--- config.mk ---
export PLATFORM = sky130hd
export DESIGN_NAME = bus_transceiver
export DESIGN_NICKNAME = d
export VERILOG_FILES = /design/src/logic/xcvr_pkg.sv /design/src/logic/bus_transceiver.sv /design/src/logic/log_fifo.sv /design/src/logic/xfer_lane.sv
export SDC_FILE = /design/constraint.sdc
export NUM_CORES = 1
export LEC_CHECK = 0
export BUFFER_PORTS_ARGS = -buffer_cell sky130_fd_sc_hd__buf_4
export CAP_MARGIN = 20
export CORE_MARGIN = 2
export CORE_UTILIZATION = 50
export DETAILED_ROUTE_END_ITERATION = 8
export MAX_ROUTING_LAYER = met4
export PLACE_DENSITY = 0.72
export SLEW_MARGIN = 20
export SYNTH_ARGS = -nofsm -noshare
export SYNTH_HDL_FRONTEND = slang
export SYNTH_SLANG_ARGS = --single-unit
--- constraint.sdc ---
create_clock -name pclk -period 5.1 [get_ports pclk]
set_input_delay 1.275 -clock pclk [delete_from_list [all_inputs] [get_ports pclk]]
set_output_delay 1.275 -clock pclk [all_outputs]
set_load 0.02 [all_outputs]
--- src/logic/xcvr_pkg.sv ---
// Shared constants and types for the 18-bit universal bus transceiver
package xcvr_pkg;
    localparam int DATA_W = 18;
    localparam int FIFO_DEPTH = 4;
    localparam int ADDR_W = 8;
    localparam int APB_W = 32;
    localparam logic [ADDR_W-1:0] CTRL_OFS = 8'h00;
    localparam logic [ADDR_W-1:0] STATUS_OFS = 8'h04;
    localparam logic [ADDR_W-1:0] HELD_AB_OFS = 8'h08;
    localparam logic [ADDR_W-1:0] HELD_BA_OFS = 8'h0c;
    localparam logic [ADDR_W-1:0] LOG_OFS = 8'h10;
    localparam int CTRL_LOG_AB_BIT = 0;
    localparam int CTRL_LOG_BA_BIT = 1;
    localparam int STATUS_VALID_BIT = 0;
    localparam int STATUS_OVF_BIT = 1;
    localparam int STATUS_MODE_AB_LSB = 4;
    localparam int STATUS_MODE_BA_LSB = 8;
    localparam int LOG_VALID_BIT = 31;
    localparam int LOG_DIR_BIT = 18;
    localparam logic [1:0] CTRL_RST = 2'h0;
    localparam logic [DATA_W-1:0] DATA_RST = 18'h00000;
    localparam logic CLK_PREV_RST = 1'b1;
    localparam logic DIR_AB = 1'b0;
    localparam logic DIR_BA = 1'b1;

    typedef enum logic [2:0] {
        MODE_PASS = 3'h1,
        MODE_HOLD = 3'h2,
        MODE_CLOCK = 3'h4
    } lane_mode_t;

    typedef struct packed {
        logic oe;
        logic latch_en;
        logic clock;
    } lane_ctrl_t;

    typedef struct packed {
        logic dir;
        logic [DATA_W-1:0] data;
    } log_word_t;
endpackage

--- src/logic/bus_transceiver.sv ---
// 18-bit universal bus transceiver with APB status and capture log
//
// Contract
// - Eighteen identical independent data bits carried in each direction.
// - A-to-B latch enable high passes A straight to B.
// - Latch enable low, clock steady: stored value held, A changes ignored.
// - Latch enable low: rising A-to-B clock stores A and presents it.
// - B outputs driven only while A-to-B output enable is high.
// - A-to-B output enable low puts every B output in high impedance.
// - B-to-A flow behaves alike with its own enable, latch and clock.
// - B-to-A output enable is active low.
// - Latch enable falling with clock high keeps the earlier output level.
// - Undriven data inputs are held at their last valid level.
`timescale 1ns/100ps
module bus_transceiver #(
    parameter int WIDTH = xcvr_pkg::DATA_W,
    parameter int LOG_DEPTH = xcvr_pkg::FIFO_DEPTH
) (
    input wire logic pclk,
    input wire logic presetn,
    input wire logic [xcvr_pkg::ADDR_W-1:0] paddr,
    input wire logic psel,
    input wire logic penable,
    input wire logic pwrite,
    input wire logic [xcvr_pkg::APB_W-1:0] pwdata,
    output logic [xcvr_pkg::APB_W-1:0] prdata,
    output logic pready,
    output logic pslverr,
    input wire logic [WIDTH-1:0] a_in,
    output logic [WIDTH-1:0] a_out,
    output logic [WIDTH-1:0] a_oe,
    input wire logic [WIDTH-1:0] b_in,
    output logic [WIDTH-1:0] b_out,
    output logic [WIDTH-1:0] b_oe,
    input wire logic a_to_b_output_enable,
    input wire logic a_to_b_latch_enable,
    input wire logic a_to_b_clock,
    input wire logic b_to_a_output_enable_n,
    input wire logic b_to_a_latch_enable,
    input wire logic b_to_a_clock,
    output logic [WIDTH-1:0] a_keep,
    output logic [WIDTH-1:0] b_keep
);
    import xcvr_pkg::*;

    typedef struct packed {
        logic [1:0] log_en;
        logic ovf;
        logic [WIDTH-1:0] a_keep;
        logic [WIDTH-1:0] b_keep;
        logic [APB_W-1:0] rdata;
        logic slverr;
    } top_state_t;

    top_state_t s_q, s_d;
    lane_ctrl_t ab_ctrl, ba_ctrl;
    logic [WIDTH-1:0] ab_data, ba_data;
    logic ab_cap, ba_cap;
    lane_mode_t ab_mode, ba_mode;
    logic log_ab, log_ba;
    logic push_valid, push_ready;
    log_word_t push_word, head_word;
    logic head_valid, pop_ready;
    logic setup, access, wr_access;

    if (WIDTH < 1 || WIDTH > LOG_DIR_BIT) begin : g_bad_width
        $error("bus_transceiver: WIDTH must lie between 1 and 18");
    end

    // Address decode for the error answer; the read path decodes with its own case
    function automatic logic reg_hit(input logic [ADDR_W-1:0] addr);
        reg_hit = addr == CTRL_OFS || addr == STATUS_OFS || addr == HELD_AB_OFS
            || addr == HELD_BA_OFS || addr == LOG_OFS;
    endfunction

    // Zero-extend a lane value into a bus word
    function automatic logic [APB_W-1:0] widen(input logic [WIDTH-1:0] v);
        widen = '0;
        widen[WIDTH-1:0] = v;
    endfunction

    // Control pins grouped per direction; B-to-A enable inverted here
    assign ab_ctrl = '{oe: a_to_b_output_enable, latch_en: a_to_b_latch_enable,
        clock: a_to_b_clock};
    assign ba_ctrl = '{oe: !b_to_a_output_enable_n, latch_en: b_to_a_latch_enable,
        clock: b_to_a_clock};

    xfer_lane #(
        .WIDTH(WIDTH)
    ) u_lane_ab (
        .pclk(pclk),
        .presetn(presetn),
        .data_in(a_in),
        .ctrl(ab_ctrl),
        .data_q(ab_data),
        .capture(ab_cap),
        .mode(ab_mode)
    );

    xfer_lane #(
        .WIDTH(WIDTH)
    ) u_lane_ba (
        .pclk(pclk),
        .presetn(presetn),
        .data_in(b_in),
        .ctrl(ba_ctrl),
        .data_q(ba_data),
        .capture(ba_cap),
        .mode(ba_mode)
    );

    // Pin drive: data always from the store, enable gates the driver
    assign b_out = ab_data;
    assign b_oe = {WIDTH{ab_ctrl.oe}};
    assign a_out = ba_data;
    assign a_oe = {WIDTH{ba_ctrl.oe}};

    // Capture log: clocked stores are queued for software
    assign log_ab = s_q.log_en[CTRL_LOG_AB_BIT] && ab_cap;
    assign log_ba = s_q.log_en[CTRL_LOG_BA_BIT] && ba_cap;
    assign push_valid = log_ab || log_ba;
    always_comb begin
        push_word = '0;
        if (log_ab) begin
            push_word.dir = DIR_AB;
            push_word.data[WIDTH-1:0] = a_in;
        end else begin
            push_word.dir = DIR_BA;
            push_word.data[WIDTH-1:0] = b_in;
        end
    end

    log_fifo #(
        .WIDTH($bits(log_word_t)),
        .DEPTH(LOG_DEPTH)
    ) u_log (
        .pclk(pclk),
        .presetn(presetn),
        .in_valid(push_valid),
        .in_ready(push_ready),
        .in_data(push_word),
        .out_valid(head_valid),
        .out_ready(pop_ready),
        .out_data(head_word)
    );

    // APB phases
    assign setup = psel && !penable;
    assign access = psel && penable;
    assign wr_access = access && pwrite;
    assign pop_ready = access && !pwrite && paddr == LOG_OFS;
    assign pready = 1'b1;

    always_comb begin
        s_d = s_q;
        // Bus hold: the keeper follows whatever level is on each port
        s_d.a_keep = ba_ctrl.oe ? a_out : a_in;
        s_d.b_keep = ab_ctrl.oe ? b_out : b_in;
        if (wr_access && paddr == CTRL_OFS) begin
            s_d.log_en = pwdata[1:0];
        end
        if (wr_access && paddr == STATUS_OFS && pwdata[STATUS_OVF_BIT]) begin
            s_d.ovf = 1'b0;
        end
        // Lost capture wins over a clear in the same cycle
        if ((log_ab && log_ba) || (push_valid && !push_ready)) begin
            s_d.ovf = 1'b1;
        end
        if (setup) begin
            s_d.slverr = !reg_hit(paddr);
            s_d.rdata = '0;
            case (paddr)
                CTRL_OFS: begin
                    s_d.rdata[1:0] = s_q.log_en;
                end
                STATUS_OFS: begin
                    s_d.rdata[STATUS_VALID_BIT] = head_valid;
                    s_d.rdata[STATUS_OVF_BIT] = s_q.ovf;
                    s_d.rdata[STATUS_MODE_AB_LSB +: 3] = ab_mode;
                    s_d.rdata[STATUS_MODE_BA_LSB +: 3] = ba_mode;
                end
                HELD_AB_OFS: begin
                    s_d.rdata = widen(ab_data);
                end
                HELD_BA_OFS: begin
                    s_d.rdata = widen(ba_data);
                end
                LOG_OFS: begin
                    if (head_valid) begin
                        s_d.rdata[LOG_DIR_BIT:0] = head_word;
                        s_d.rdata[LOG_VALID_BIT] = 1'b1;
                    end
                end
                default: begin
                    s_d.rdata = '0;
                end
            endcase
        end
    end

    always_ff @(posedge pclk or negedge presetn) begin
        if (!presetn) begin
            s_q <= '{log_en: CTRL_RST, ovf: 1'b0, a_keep: DATA_RST[WIDTH-1:0],
                b_keep: DATA_RST[WIDTH-1:0], rdata: '0, slverr: 1'b0};
        end else begin
            s_q <= s_d;
        end
    end

    assign prdata = s_q.rdata;
    assign pslverr = s_q.slverr;
    assign a_keep = s_q.a_keep;
    assign b_keep = s_q.b_keep;
endmodule // bus_transceiver

--- src/logic/log_fifo.sv ---
// Small synchronous FIFO with valid/ready on both sides
`timescale 1ns/100ps
module log_fifo #(
    parameter int WIDTH = xcvr_pkg::DATA_W + 1,
    parameter int DEPTH = xcvr_pkg::FIFO_DEPTH
) (
    input wire logic pclk,
    input wire logic presetn,
    input wire logic in_valid,
    output logic in_ready,
    input wire logic [WIDTH-1:0] in_data,
    output logic out_valid,
    input wire logic out_ready,
    output logic [WIDTH-1:0] out_data
);
    import xcvr_pkg::*;
    localparam int PW = $clog2(DEPTH);

    typedef struct packed {
        logic [DEPTH-1:0][WIDTH-1:0] mem;
        logic [PW-1:0] wr;
        logic [PW-1:0] rd;
        logic [PW:0] count;
    } fifo_state_t;

    fifo_state_t s_q, s_d;
    logic push, pop;

    if (DEPTH < 2 || (DEPTH & (DEPTH - 1)) != 0) begin : g_bad_depth
        $error("log_fifo: DEPTH must be a power of two, at least 2");
    end

    assign in_ready = s_q.count != DEPTH[PW:0];
    assign out_valid = s_q.count != '0;
    assign out_data = s_q.mem[s_q.rd];
    assign push = in_valid && in_ready;
    assign pop = out_valid && out_ready;

    always_comb begin
        s_d = s_q;
        if (push) begin
            s_d.mem[s_q.wr] = in_data;
            s_d.wr = s_q.wr + 1'b1;
        end
        if (pop) begin
            s_d.rd = s_q.rd + 1'b1;
        end
        s_d.count = s_q.count + {{PW{1'b0}}, push} - {{PW{1'b0}}, pop};
    end

    always_ff @(posedge pclk or negedge presetn) begin
        if (!presetn) begin
            s_q <= '0;
        end else begin
            s_q <= s_d;
        end
    end
endmodule // log_fifo

--- src/logic/xfer_lane.sv ---
// One direction of the transceiver: transparent, latched or clocked store
`timescale 1ns/100ps
module xfer_lane #(
    parameter int WIDTH = xcvr_pkg::DATA_W
) (
    input wire logic pclk,
    input wire logic presetn,
    input wire logic [WIDTH-1:0] data_in,
    input wire xcvr_pkg::lane_ctrl_t ctrl,
    output logic [WIDTH-1:0] data_q,
    output logic capture,
    output xcvr_pkg::lane_mode_t mode
);
    import xcvr_pkg::*;

    typedef struct packed {
        logic [WIDTH-1:0] data;
        logic clk_prev;
        lane_mode_t mode;
    } lane_state_t;

    lane_state_t s_q, s_d;
    logic rise;

    if (WIDTH < 1 || WIDTH > DATA_W) begin : g_bad_width
        $error("xfer_lane: WIDTH must lie between 1 and 18");
    end

    assign rise = ctrl.clock && !s_q.clk_prev;
    // Clocked store only counts while the latch is closed
    assign capture = !ctrl.latch_en && rise;

    always_comb begin
        s_d = s_q;
        s_d.clk_prev = ctrl.clock;
        case (1'b1)
            ctrl.latch_en: begin
                s_d.data = data_in;
                s_d.mode = MODE_PASS;
            end
            rise: begin
                s_d.data = data_in;
                s_d.mode = MODE_CLOCK;
            end
            default: begin
                s_d.mode = MODE_HOLD;
            end
        endcase
    end

    always_ff @(posedge pclk or negedge presetn) begin
        if (!presetn) begin
            s_q <= '{data: DATA_RST[WIDTH-1:0], clk_prev: CLK_PREV_RST, mode: MODE_HOLD};
        end else begin
            s_q <= s_d;
        end
    end

    assign data_q = s_q.data;
    assign mode = s_q.mode;
endmodule // xfer_lane

After elaboration in Yosys (flattened, before gate mapping) --
Cells that the tools add are included.
Cells by class: eq/ne operators 5, reductions and logical operators 39, magnitude comparators 3, add/subtract/negate cells 4, multiplexer cells 27
Operator list (count):
- 18-bit two-way mux | 6
- 76-bit bitwise mux | 1
- 19-bit two-way mux | 4
- 19-bit binary-select mux with 2-bit select | 1
- 19-bit demux with 2-bit select | 1
- 3-bit case mux with 4 select lines | 2
- 8-bit case mux with 3 select lines | 1
- 1-bit logical AND | 19
- 8-bit by 4-bit == test with 1-bit output (second input constant) | 2
- 3-bit two-way mux | 4
- 2-bit case mux with 5 select lines | 1
- 1-bit zero test | 9
- 8-bit by 3-bit == test with 1-bit output (second input constant) | 1
- 8-bit by 5-bit == test with 1-bit output (second input constant) | 1
- 8-bit zero test | 1
- 1-bit logical OR | 6
- 2-bit by 3-bit less-than comparator with 1-bit output (second input constant) | 2
- 2-bit case mux with 3 select lines | 1
- 2-bit nonzero test | 3
- 2-bit by 1-bit adder with 2-bit output (second input constant) | 2
- 1-bit two-way mux | 4
- 3-bit by 1-bit adder with 3-bit output | 1
- 3-bit != test (second input constant) | 1
- 1-bit case mux with 3 select lines | 1
- 3 further kinds | 3
Storage, ports and cells: input port bits 87, bits in registers 187

Logic depth before layout (Yosys ltp) --
word-level depth 8, depth in mapped cells 11, mapped depth without buffers 10

Hierarchy --
From an unflattened synthesis, not the netlist that was laid out.
Unflattened totals: cells, all modules 690, area total of the unflattened synthesis 9604.2 sq um
By module, submodules not included:
- log_fifo | area each 3883.7 sq um, sequential area each 2077.0 sq um, cells an instance 218, times used 1
- bus_transceiver | area each 3731.1 sq um, sequential area each 1501.4 sq um, cells an instance 342, times used 1
- xfer_lane | area each 994.7 sq um, sequential area each 553.0 sq um, cells an instance 65, times used 2

Least setup slack after synthesis --
OpenSTA, ideal clock, no wires.
path type input port to output port, start point in b_to_a_output_enable_n, end point out a_oe[10], path slack 1.569 ns, stages on the path 4, path buffers 3, arrival time 2.256 ns, cells stage by stage buf_2 -> buf_2 -> inv_1 -> buf_4
Between the ends: cells in the longest elaborated chain, start to end 1
RTL lines:
- start: declaration | line bus_transceiver.sv:38 | input wire logic b_to_a_output_enable_n,
- 1-bit zero test | line bus_transceiver.sv:85 | assign ba_ctrl = '{oe: !b_to_a_output_enable_n, latch_en: b_to_a_latch_enable,
- end: declaration | line bus_transceiver.sv:31 | output logic [WIDTH-1:0] a_oe,
No other way between the ends.

Worst setup path in the final report --
start point in b_to_a_output_enable_n, end point out a_oe[15]
Same word-level chain as after synthesis.

==> impl_metrics.env <==
export IMPL_vias=5621
export IMPL_maxSlewViolCount=0
export IMPL_arrival_ns=2.12
export IMPL_drc_errors=0
export IMPL_timing_critical_path_mode_cell="buf_4"
export IMPL_worst_pin_slew_ns=1.08
export IMPL_gr_total_overflow=0
export IMPL_h_tree_depth=4
export IMPL_critPathMaxStageDelay_ns=0.39
export IMPL_use_met1_pct=29.9
export IMPL_syn_cell_area_um2=9280
export IMPL_clkSinkCount=187
export IMPL_peakVddDrop_mv=0.252
export IMPL_cts_clk_slew_worst_paths_ns=0.06
export IMPL_cap_violations=0
export IMPL_fin_crit_sh_pct=66.5
export IMPL_slew_headroom_pct=27.6
export IMPL_diodes=0
export IMPL_cts_tree="yes"
export IMPL_crit_fanout=19
export IMPL_holdPathEnd="u_log.s_q[64]$_DFFE_PN0P_"
export IMPL_path_cells="buf_4 -> inv_1 -> buf_4"
export IMPL_power_leakage_nw=4.80
export IMPL_holdBufCountCts=0
export IMPL_ys_flop_type="dfrtp_1"
export IMPL_grt_max_degree=136
export IMPL_endpoint_kind="primary output"
export IMPL_finalNetCount=920
export IMPL_synth_distinct_cells=49
export IMPL_portBuffers=185
export IMPL_io_pins=229
export IMPL_grtUsageMet3_pct=3.38
export IMPL_min_from="u_log.s_q[64]$_DFFE_PN0P_"
export IMPL_num_rows=49
export IMPL_dp_hpwl_um=13100
export IMPL_r2r_setup_slack_ns=2.70
export IMPL_cts_resized_gates=0
export IMPL_reg2regPathDepth=10
export IMPL_tns_ns=0
export IMPL_cts_root_buffer="clkbuf_16"
export IMPL_fmax_mhz=295
export IMPL_synth_warning_count=0
export IMPL_gp_congestion=0.782
export IMPL_rr_startpoint="u_log.s_q[2]$_DFF_PN0_"
export IMPL_power_density_nw_per_um2=353
export IMPL_drive_gt1_share_pct=40.5
export IMPL_yosysSeqAreaShare_pct=50.5
export IMPL_antenna_found_initial=0
export IMPL_yosys_register_bits=187
export IMPL_synthArstFlopShare_pct=100
export IMPL_fin_crit_ns=3.39
export IMPL_hold_ws_ns=0.477
export IMPL_grt_pass1_vias=5615
export IMPL_slowest_stage="inv_1"
export IMPL_crit_type="primary input to primary output"
export IMPL_area_growth_pct=12.9
export IMPL_timing_final_hold_violations=0
export IMPL_grt_pass1_wl_um=31300
export IMPL_postCtsSetupBuffers=0
export IMPL_ant_nets=0
export IMPL_cp_data_required_time_ns=3.83
export IMPL_first_iter_violations=297
export IMPL_viasPerCell=5.26
export IMPL_final_area_um2=10500
export IMPL_dieArea_um2=19700
export IMPL_avgRoutedWirePerCell_um=18.5
export IMPL_clockBufferDepth=2
export IMPL_clkLatencyLatePin_ns=0.42
export IMPL_setup_viol=0
export IMPL_drt_wl_total_um=19700
export IMPL_track_usage_pct=21.2
export IMPL_hp_class="register to register"
export IMPL_core_area_um2=18100
export IMPL_avgSynthCellArea_um2=11.8
export IMPL_die_width_um=140
export IMPL_syn_inst=785
export IMPL_initial_utilization_pct=51.3
export IMPL_dp_cells=1034
export IMPL_outcome="complete, no violations"
export IMPL_synth_edff_count=0
export IMPL_clock_skew_ns=0.00576
export IMPL_placed_cell_area_um2=9720
export IMPL_cp_start_kind="primary input"
export IMPL_fp_dieH_um=140
export IMPL_pre_cts_ws_ns=1.66
export IMPL_instances_no_fill=1068
export IMPL_rsz0062_at_grt="false"
export IMPL_gr_max_usage_layer="met2"
export IMPL_holdPathStages=2
export IMPL_cts_buffers_inserted=17
export IMPL_use_met2_pct=32.1
export IMPL_setup_slack_ns=1.71
export IMPL_firstDrtPassIters=4
export IMPL_r2r_end="u_log.s_q[2]$_DFF_PN0_"
## flip-flops by register name, summed over array words and instances (netlist names)
signal,count
u_log.s_q,83
pslverr,1
u_lane_ab.mode,3
u_lane_ab.s_q,1
b_keep,18
u_lane_ba.mode,3
s_q,3
a_keep,18
u_lane_ba.s_q,1
u_lane_ab.data_q,18
prdata,20
u_lane_ba.data_q,18
## synthesized netlist by cell type, types with 6 or more instances
cell | instances | share of area [%]
buf_4 | 145 | 12
mux2_2 | 75 | 9.1
a221oi_1 | 7 | 0.66
buf_2 | 8 | 0.43
dfrtp_1 | 183 | 49
o21ai_1 | 39 | 2.1
clkbuf_1 | 10 | 0.40
nand2_1 | 93 | 3.8
mux2i_1 | 33 | 3.6
nor2_1 | 20 | 0.81
ha_1 | 6 | 0.81
o2bb2ai_1 | 6 | 0.57
buf_6 | 16 | 1.9
a2bb2oi_1 | 10 | 0.94
o21ai_0 | 46 | 2.5
inv_1 | 11 | 0.44
mux4_2 | 20 | 4.9
## worst max-delay path by stage
stage | start | end | slack [ns] | cells past startpoint
after floorplan | b_to_a_output_enable_n | a_oe[10] | 1.57 | 4
after global placement | a_to_b_latch_enable | u_log.s_q[2]$_DFF_PN0_ | 1.67 | 9
after detailed placement | a_to_b_latch_enable | u_log.s_q[2]$_DFF_PN0_ | 1.66 | 9
after CTS | b_to_a_output_enable_n | a_oe[15] | 1.69 | 3
after global routing | b_to_a_output_enable_n | a_oe[6] | 1.64 | 3
final | b_to_a_output_enable_n | a_oe[15] | 1.71 | 3
## power by group
| part | switching (W) | internal (W) |
|---|---|---|
| combinational | 0.000289 | 0.000238 |
| sequential | 0.0000580 | 0.00157 |
| clock | 0.000551 | 0.000994 |
## routing by layer
metal	part of all wire, %	routed length (µm)
met4	1.2	231
met1	46	8980
met5	0	0
met2	47	9330
met3	6.0	1190
## kinds of logic after synthesis
family / share of synthesized area (%)
flip-flops: 50.5
adder cells (fa/ha/maj): 1.02
multiplexers: 17.8
AO/OA/AOI/OAI: 8.37
buffers and inverters: 15.3
other: 0.0809
XOR/XNOR: 0.472
AND/OR/NAND/NOR: 6.43
## placed cells by master (no fill, tap or decap), drive strengths merged, types with 2 or more instances in the layout
cell and n:
buf 194, dfrtp 183, nand2 93, o21ai 89
mux2 75, mux2i 35, nor2 20, mux4 20
clkbuf 20, conb 13, inv 11, a2bb2oi 10
a221oi 7, bufinv 7, o2bb2ai 6, ha 6
xnor2 4, o211ai 4, dfstp 4, clkinv 4
nor2b 3, nand3 3, nor3b 3, and2 2
and4bb 2, a21oi 2, and3 2, nand2b 2
nor3 2
## metrics by stage
stage	total power [W]	utilization (%)
after floorplan	0.00204	-
after global placement	0.00218	53.8
after detailed placement	0.00218	53.8
after CTS	0.00373	57.6
after global routing	0.00384	57.9
final	0.00370	57.9
## cell type report
class                   count  area (µm²)
inverters                  11        41.3
fillers                  1492        7610
well taps                 229         287
multi-input cells         415        3250
clock buffers              20         457
flip-flops and latches    187        4680
clock inverters            12         241
repair buffers            194        1520
## critical path: cells and delay by family
family | cells | cell delay [ns]
buffers and inverters | 3 | 0.83
Note: power is estimated with default switching activity, not from simulation.
